**config.mk**
```make
export PLATFORM = sky130hd
export DESIGN_NAME = drr_tracker
export DESIGN_NICKNAME = d
export VERILOG_FILES = /design/src/design/drr_pkg.sv /design/src/design/drr_bank_store.sv /design/src/design/drr_tracker.sv
export SDC_FILE = /design/constraint.sdc
export NUM_CORES = 1
export LEC_CHECK = 0
export ABC_AREA = 1
export BUFFER_PORTS_ARGS = -buffer_cell sky130_fd_sc_hd__buf_4
export CORE_ASPECT_RATIO = 1.2
export CORE_MARGIN = 3
export CORE_UTILIZATION = 50
export DETAILED_ROUTE_END_ITERATION = 6
export GPL_ROUTABILITY_DRIVEN = 0
export HOLD_SLACK_MARGIN = 0.03
export PLACE_DENSITY = 0.68
export SYNTH_ARGS = -nofsm -noshare
export SYNTH_HDL_FRONTEND = slang
export SYNTH_SLANG_ARGS = --single-unit
```
**constraint.sdc**
```tcl
create_clock -name clk -period 3.4 [get_ports clk]
set_input_delay 0.34 -clock clk [delete_from_list [all_inputs] [get_ports clk]]
set_output_delay 0.34 -clock clk [all_outputs]
set_load 0.005 [all_outputs]
```
**src/design/drr_pkg.sv**
```systemverilog
// Constants and types for the row repair tracker
package drr_pkg;
	// Spare rows: one per bank in each organisation
	localparam int BANKS_X8  = 16;
	localparam int BANKS_X16 = 8;
	localparam int ROW_W     = 18;
	localparam int MR_DATA_W = 18;

	// Mode register select and field positions
	localparam logic [2:0] MR_FOUR_SEL  = 3'h4;
	localparam int         SOFT_EN_BIT  = 5;
	localparam int         HARD_EN_BIT  = 13;
	localparam logic       SOFT_EN_RST  = 1'h0;
	localparam logic       HARD_EN_RST  = 1'h0;

	// Readout pages and locations
	localparam logic [1:0] SUPPORT_PAGE = 2'h2;
	localparam logic [1:0] SUPPORT_LOC  = 2'h0;
	localparam int         HARD_SUP_BIT = 7;
	localparam int         SOFT_SUP_BIT = 6;
	localparam logic [1:0] ACT_PAGE     = 2'h3;
	localparam logic [1:0] ACT_LOC      = 2'h3;
	localparam logic [7:0] READOUT_RST  = 8'h00;

	// Activate limit field codes, bits 7:4 read as zero
	localparam logic [3:0] ACT_UNTESTED  = 4'h0;
	localparam logic [3:0] ACT_700K      = 4'h1;
	localparam logic [3:0] ACT_600K      = 4'h2;
	localparam logic [3:0] ACT_500K      = 4'h3;
	localparam logic [3:0] ACT_400K      = 4'h4;
	localparam logic [3:0] ACT_300K      = 4'h5;
	localparam logic [3:0] ACT_200K      = 4'h7;
	localparam logic [3:0] ACT_UNLIMITED = 4'h8;

	// Per-bank spare row state, Gray along none, soft, hard
	typedef enum logic [1:0] {
		DRR_NONE = 2'h0,
		DRR_SOFT = 2'h1,
		DRR_HARD = 2'h3
	} drr_bank_state_t;

	// Repair kind of a request
	typedef enum logic [1:0] {
		DRR_KIND_NONE = 2'h0,
		DRR_KIND_SOFT = 2'h1,
		DRR_KIND_HARD = 2'h3
	} drr_kind_t;
endpackage

```
**src/design/drr_bank_store.sv**
```systemverilog
// Per-bank spare row storage with replacement rules
`timescale 1ns/1ps
module drr_bank_store #(
	parameter int BANKS = drr_pkg::BANKS_X8,
	parameter int BW    = $clog2(BANKS)
) (
	input  wire logic                         clk,
	input  wire logic                         rst_b,
	input  wire logic                         por_b,
	input  wire logic                         wr_en,
	input  wire drr_pkg::drr_kind_t           wr_kind,
	input  wire logic [BW-1:0]                wr_bank,
	input  wire logic [drr_pkg::ROW_W-1:0]    wr_row,
	output logic [2*BANKS-1:0]                state_vec,
	output logic [BANKS*drr_pkg::ROW_W-1:0]   row_vec
);
	drr_pkg::drr_bank_state_t         st_q  [BANKS];
	drr_pkg::drr_bank_state_t         st_d  [BANKS];
	logic [drr_pkg::ROW_W-1:0]        row_q [BANKS];
	logic [drr_pkg::ROW_W-1:0]        row_d [BANKS];

	genvar g;
	generate
		for (g = 0; g < BANKS; g++) begin : g_bank
			// Only the addressed bank moves; others keep soft entries too
			always_comb begin
				st_d[g]  = st_q[g];
				row_d[g] = row_q[g];
				if (wr_en && wr_bank == BW'(g) && st_q[g] != drr_pkg::DRR_HARD) begin
					row_d[g] = wr_row;
					if (wr_kind == drr_pkg::DRR_KIND_HARD) begin
						st_d[g] = drr_pkg::DRR_HARD;
					end else begin
						st_d[g] = drr_pkg::DRR_SOFT;
					end
				end
			end

			// Power loss drops all; device reset drops only soft entries
			always_ff @(posedge clk) begin
				if (!por_b) begin
					st_q[g]  <= drr_pkg::DRR_NONE;
					row_q[g] <= '0;
				end else if (!rst_b && st_q[g] != drr_pkg::DRR_HARD) begin
					st_q[g]  <= drr_pkg::DRR_NONE;
					row_q[g] <= '0;
				end else begin
					st_q[g]  <= st_d[g];
					row_q[g] <= row_d[g];
				end
			end

			assign state_vec[2*g +: 2] = st_q[g];
			assign row_vec[g*drr_pkg::ROW_W +: drr_pkg::ROW_W] = row_q[g];
		end
	endgenerate
endmodule

```
**src/design/drr_tracker.sv**
```systemverilog
// Row repair tracker: mode bits, repair requests, lookup and readout pages
//
// Contract
// - Soft repair is reversible and reassignable
// - Hard repair is permanent, never reversed; power loss (por_b low) clears it here
// - Hard support at page 2 location 0 bit 7
// - Soft support at page 2 location 0 bit 6
// - One spare row per bank, 16 or 8
// - Hard mode entry allowed with soft entries
// - Repair leaves other banks' soft entries intact
// - Later soft repair replaces earlier soft
// - Hard repair takes over a soft spare row
// - Hard entry never cleared or overwritten; the store clears it when por_b is low
// - Background refresh, activations unrestricted
// - Page 3 location 3 bits 3:0 read 1000
// - Activate limit field encoding, upper bits zero
// - Mode register four bit 5 enables soft
// - Mode register four bit 13 enables hard
`timescale 1ns/1ps
module drr_tracker #(
	parameter int         BANKS      = drr_pkg::BANKS_X8,
	parameter logic       HARD_SUP   = 1'h1,
	parameter logic       SOFT_SUP   = 1'h1,
	parameter logic [3:0] ACT_LIMIT  = drr_pkg::ACT_UNLIMITED,
	parameter int         BW         = $clog2(BANKS)
) (
	input  wire logic                          clk,
	input  wire logic                          rst_b,
	input  wire logic                          por_b,
	input  wire logic                          mr_wr,
	input  wire logic [2:0]                    mr_sel,
	input  wire logic [drr_pkg::MR_DATA_W-1:0] mr_data,
	input  wire logic                          repair_req,
	input  wire logic [BW-1:0]                 repair_bank,
	input  wire logic [drr_pkg::ROW_W-1:0]     repair_row,
	input  wire logic                          lookup_req,
	input  wire logic [BW-1:0]                 lookup_bank,
	input  wire logic [drr_pkg::ROW_W-1:0]     lookup_row,
	input  wire logic                          readout_req,
	input  wire logic [1:0]                    readout_page,
	input  wire logic [1:0]                    readout_loc,
	output logic                               soft_mode,
	output logic                               hard_mode,
	output logic                               repair_done,
	output logic                               repair_refused,
	output logic                               lookup_valid,
	output logic                               lookup_hit,
	output logic                               readout_valid,
	output logic [7:0]                         readout_data,
	output logic [2*BANKS-1:0]                 bank_state
);
	// Readout decode, used by the read path
	function automatic logic [7:0] drr_readout(input logic [1:0] page, input logic [1:0] loc);
		logic [7:0] v;
		v = drr_pkg::READOUT_RST;
		if (page == drr_pkg::SUPPORT_PAGE && loc == drr_pkg::SUPPORT_LOC) begin
			v[drr_pkg::HARD_SUP_BIT] = HARD_SUP;
			v[drr_pkg::SOFT_SUP_BIT] = SOFT_SUP;
		end else if (page == drr_pkg::ACT_PAGE && loc == drr_pkg::ACT_LOC) begin
			v[3:0] = ACT_LIMIT;
		end
		return v;
	endfunction

	// Bank index compare, used by repair and lookup paths
	function automatic logic drr_in_range(input logic [BW-1:0] b);
		return ({1'h0, b} < (BW+1)'(BANKS));
	endfunction

	// Mode register state
	logic soft_en_q;
	logic soft_en_d;
	logic hard_en_q;
	logic hard_en_d;

	// Request stage
	logic                       req_q;
	logic                       req_d;
	drr_pkg::drr_kind_t         kind_q;
	drr_pkg::drr_kind_t         kind_d;
	logic [BW-1:0]              bank_q;
	logic [BW-1:0]              bank_d;
	logic [drr_pkg::ROW_W-1:0]  row_q;
	logic [drr_pkg::ROW_W-1:0]  row_d;

	// Outputs
	logic                       done_q;
	logic                       done_d;
	logic                       refused_q;
	logic                       refused_d;
	logic                       lk_valid_q;
	logic                       lk_valid_d;
	logic                       lk_hit_q;
	logic                       lk_hit_d;
	logic                       rd_valid_q;
	logic                       rd_valid_d;
	logic [7:0]                 rd_data_q;
	logic [7:0]                 rd_data_d;
	logic [2*BANKS-1:0]         bank_state_q;

	// Store wiring
	logic                       st_wr;
	logic [2*BANKS-1:0]         st_vec;
	logic [BANKS*drr_pkg::ROW_W-1:0] st_rows;
	drr_pkg::drr_bank_state_t   tgt_state;
	drr_pkg::drr_bank_state_t   lk_state;

	// Mode bits follow each write to mode register four
	always_comb begin
		soft_en_d = soft_en_q;
		hard_en_d = hard_en_q;
		if (mr_wr && mr_sel == drr_pkg::MR_FOUR_SEL) begin
			soft_en_d = mr_data[drr_pkg::SOFT_EN_BIT];
			hard_en_d = mr_data[drr_pkg::HARD_EN_BIT];
		end
	end

	always_ff @(posedge clk) begin
		if (!rst_b) begin
			soft_en_q <= drr_pkg::SOFT_EN_RST;
			hard_en_q <= drr_pkg::HARD_EN_RST;
		end else begin
			soft_en_q <= soft_en_d;
			hard_en_q <= hard_en_d;
		end
	end

	// Capture a request with the kind set by the current mode bits.
	// Both modes on is illegal; the kind then becomes none and is refused.
	always_comb begin
		req_d  = repair_req;
		bank_d = repair_bank;
		row_d  = repair_row;
		if (soft_en_q && !hard_en_q) begin
			kind_d = drr_pkg::DRR_KIND_SOFT;
		end else if (hard_en_q && !soft_en_q) begin
			kind_d = drr_pkg::DRR_KIND_HARD;
		end else begin
			kind_d = drr_pkg::DRR_KIND_NONE;
		end
	end

	always_ff @(posedge clk) begin
		if (!rst_b) begin
			req_q  <= 1'h0;
			kind_q <= drr_pkg::DRR_KIND_NONE;
			bank_q <= '0;
			row_q  <= '0;
		end else begin
			req_q  <= req_d;
			kind_q <= kind_d;
			bank_q <= bank_d;
			row_q  <= row_d;
		end
	end

	// State of the addressed bank before the write lands
	always_comb begin
		tgt_state = drr_pkg::drr_bank_state_t'(st_vec[2*bank_q +: 2]);
		lk_state  = drr_pkg::drr_bank_state_t'(st_vec[2*lookup_bank +: 2]);
	end

	// A hard bank, a bad index or an illegal mode refuses the request
	assign st_wr = req_q && kind_q != drr_pkg::DRR_KIND_NONE && drr_in_range(bank_q) &&
	               tgt_state != drr_pkg::DRR_HARD;

	drr_bank_store #(
		.BANKS (BANKS),
		.BW    (BW)
	) u_store (
		.clk       (clk),
		.rst_b     (rst_b),
		.por_b     (por_b),
		.wr_en     (st_wr),
		.wr_kind   (kind_q),
		.wr_bank   (bank_q),
		.wr_row    (row_q),
		.state_vec (st_vec),
		.row_vec   (st_rows)
	);

	// Result flags two cycles after the repair request; lookup and readout answered one cycle after their own request
	always_comb begin
		done_d     = st_wr;
		refused_d  = req_q && !st_wr;
		lk_valid_d = lookup_req;
		lk_hit_d   = 1'h0;
		if (lookup_req && drr_in_range(lookup_bank) && lk_state != drr_pkg::DRR_NONE) begin
			lk_hit_d = (st_rows[lookup_bank*drr_pkg::ROW_W +: drr_pkg::ROW_W] == lookup_row);
		end
		rd_valid_d = readout_req;
		rd_data_d  = readout_req ? drr_readout(readout_page, readout_loc) : drr_pkg::READOUT_RST;
	end

	// No activate counting: refresh of neighbours runs in the background,
	// so the reported limit is a strap rather than a tracked count.
	always_ff @(posedge clk) begin
		if (!rst_b) begin
			done_q       <= 1'h0;
			refused_q    <= 1'h0;
			lk_valid_q   <= 1'h0;
			lk_hit_q     <= 1'h0;
			rd_valid_q   <= 1'h0;
			rd_data_q    <= drr_pkg::READOUT_RST;
			bank_state_q <= st_vec; // Mirror the store so hard entries survive a reset while por_b stays high
		end else begin
			done_q       <= done_d;
			refused_q    <= refused_d;
			lk_valid_q   <= lk_valid_d;
			lk_hit_q     <= lk_hit_d;
			rd_valid_q   <= rd_valid_d;
			rd_data_q    <= rd_data_d;
			bank_state_q <= st_vec;
		end
	end

	assign soft_mode      = soft_en_q;
	assign hard_mode      = hard_en_q;
	assign repair_done    = done_q;
	assign repair_refused = refused_q;
	assign lookup_valid   = lk_valid_q;
	assign lookup_hit     = lk_hit_q;
	assign readout_valid  = rd_valid_q;
	assign readout_data   = rd_data_q;
	assign bank_state     = bank_state_q;
endmodule

```
==> out/qor.txt <==
Static leakage -> 8.43 nW
Die H -> 208 um
# setup viols final -> 0
Met3 Usage GRT -> 3.60%
Slew headroom -> 46.3%
Fmax -> 0.350 GHz
Clock skew -> 0.0142 ns
Area Growth Syn to Fin -> 15.6%
RSZ-0062 raised after global routing -> false
Mean Syn Cell Area -> 9.25 um^2
DRT iter0 DRCs -> 1,212
Routed vias -> 12,657
Endpoints failing hold -> 0
Resized cells post-CTS -> 0
Initial antenna violation count -> 0
Detailed Routing Iterations Pass 1 -> 7
Seq cells post-synth -> 386
Hold slack -> 0.0787 ns
Post-synth EDFFs -> 320
Global-route usage over all layers -> 23.0%
CP max FO -> 20
Run status -> completed
Finished Core Util -> 59.1%
Clk_lat worst skew -> 0.53 ns
Max cap viols -> 0
Synthesized cell area -> 17,000 um^2
Worst Tran Pin Value -> 0.804 ns
Most area-consuming cells after synthesis -> edfxtp_1 56%, nand2_1 9.1%, nor2_1 9.1%, dfxtp_1 7.8%, nand3_1 5.3%
Met2 Usage GRT -> 39.4%
Setup CP Type -> flip-flop to flip-flop
Synth unique cells -> 30
Min Tclk post-route -> 2.86 ns
GR met1 Demand/Resource -> 30.5%
Share of cells above drive strength 1 -> 10.9%
Post-DRT Antenna Nets -> 0
Die Span X -> 175 um
CTS tree -> done
I/O Buffers -> 101
Peak supply drop -> 355 uV
DRC -> 0
HP Class -> input pin to flip-flop
PwrDens -> 554 nW/um^2
Ys Warns -> 0
Core area -> 33,300 um^2
Clk pin slew, worst setup/hold paths -> 0.06 ns
Worst EP required -> 3.60 ns
Initial core utilization -> 51.1%
Die Area -> 36,300 um^2
Largest area contributor in the netlist -> edfxtp_1
Sink Count -> 386
H-tree depth -> 2
Root Driver -> clkbuf_16
Most used flip-flop cell after synthesis -> edfxtp_1
Busiest layer in global routing -> met2
Commonest cells after routing, fill and taps aside -> 415 x nand2_1, 412 x nor2_1, 320 x edfxtp_1
CP Capture Type -> flip-flop
Wire per inst -> 17.4 um
Period utilization -> 84.0%
Finished Layout Cells -> 2,412
Setup TNS -> 0 ns
Final net count -> 2,010
WL final -> 42,100 um
Sequential-to-total area share from yosys stat -> 64.2%
Dpl ws -> 0.624 ns
Grt total ovfl -> 0
Final WS setup -> 0.543 ns
Post-Place Cells -> 2,315
First-pass GRT wire length -> 66,200 um
Cells after Synth -> 1,841
Post-synth ARST share -> 0%
Clock buffer depth -> 3
Total CTS buffers -> 39
Largest net degree at the start of global routing -> 96
CP Launch Type -> flip-flop
Crit path DAT -> 3.05 ns
Yosys top cell area share -> 56.4%
I/O pin cnt -> 123
Max-slew violation count -> 0
Number of global-route vias before repair -> 12,254
DR vias/cell -> 5.25
Most common cell after layout, fill and taps aside -> nand2_1
DP HPWL -> 26,400 um
Post-CTS setup buffer count -> 0
Placement row count -> 73
==> what timing repair did <==
item,4_1_cts,5_1_grt
setup endpoints to repair,0,0
hold endpoints to repair,25,0
hold buffers,26,0
==> state kept, by name (all words and copies together) (netlist names) <==
| register | count |
|---|---|
| row_q | 18 |
| u_store.row_q | 288 |
| hard_mode | 1 |
| bank_state | 32 |
| repair_refused | 1 |
| readout_data | 2 |
| u_store.st_q | 32 |
| bank_q | 4 |
| req_q | 1 |
| repair_done | 1 |
| kind_q | 2 |
| lookup_hit | 1 |
| soft_mode | 1 |
| lookup_valid | 1 |
| readout_valid | 1 |
==> per-stage QoR <==
step | total power, W | instance area (um^2)
final | 0.0109 | 19700
after detailed placement | 0.00668 | 18100
after global routing | 0.0113 | 19700
after floorplan | 0.00629 | 17100
after global placement | 0.00665 | 18100
after CTS | 0.0110 | 19700
==> cell families after synthesis <==
kind of cell | synth area share [%]
buffers and inverters | 7.23
flip-flops | 64.2
other | 0.0220
AO/OA/AOI/OAI | 4.31
AND/OR/NAND/NOR | 24.1
adder cells (fa/ha/maj) | 0.147
==> final timing paths <==
kind                                           from  cells after the start  slack, ns                   end
worst max-delay path                      bank_q[0]                      9       0.54  u_store.row_q[0][69]
worst min-delay path                readout_page[0]                      3       0.08       readout_data[3]
worst max register to register            bank_q[0]                      9       0.54  u_store.row_q[0][69]
worst min register to register  u_store.st_q[1][12]                      0       0.40        bank_state[28]
==> final cells by class <==
cell class	count	area [um^2]
fillers	2861	13600
flip-flops and latches	386	10900
multi-input cells	1158	4920
repair buffers	156	1270
clock buffers	51	1100
inverters	191	719
well taps	450	563
clock inverters	19	186
diodes	1	2.50
==> power by group <==
| group | total [W] | switching (W) | internal (W) |
|---|---|---|---|
| Sequential | 0.00556 | 0.000105 | 0.00545 |
| Clock | 0.00431 | 0.00178 | 0.00253 |
| Combinational | 0.00106 | 0.000717 | 0.000338 |
==> cells in the mapped netlist (9+ instances only) <==
master,number
nor2_1,412
o22ai_1,16
clkbuf_1,57
nand3_1,181
clkinv_1,17
inv_1,170
edfxtp_1,320
dfxtp_1,66
nand2_1,415
buf_2,36
o211ai_1,15
buf_4,9
o21ai_0,47
o21ai_1,21
a21oi_1,19
==> per-layer routing <==
metal	share of wire [%]	vias to the layer above	routed length, um
met5	0	-	0
met2	50	455	21100
met4	2.5	0	1050
li1	-	6126	-
met1	41	5982	17200
met3	6.6	94	2780
==> worst max-delay path, stage by stage, from the launching register on <==
cell and delay [ns]:
dfxtp_1 0.56, inv_1 0.17, nand2_1 0.29, o22ai_1 0.12, o21ai_0 0.24, nand4_1 0.12, nand2_1 0.09, nand2_2 0.31
o21ai_2 0.24, buf_4 0.33
Power figures use the tool's default switching activity.
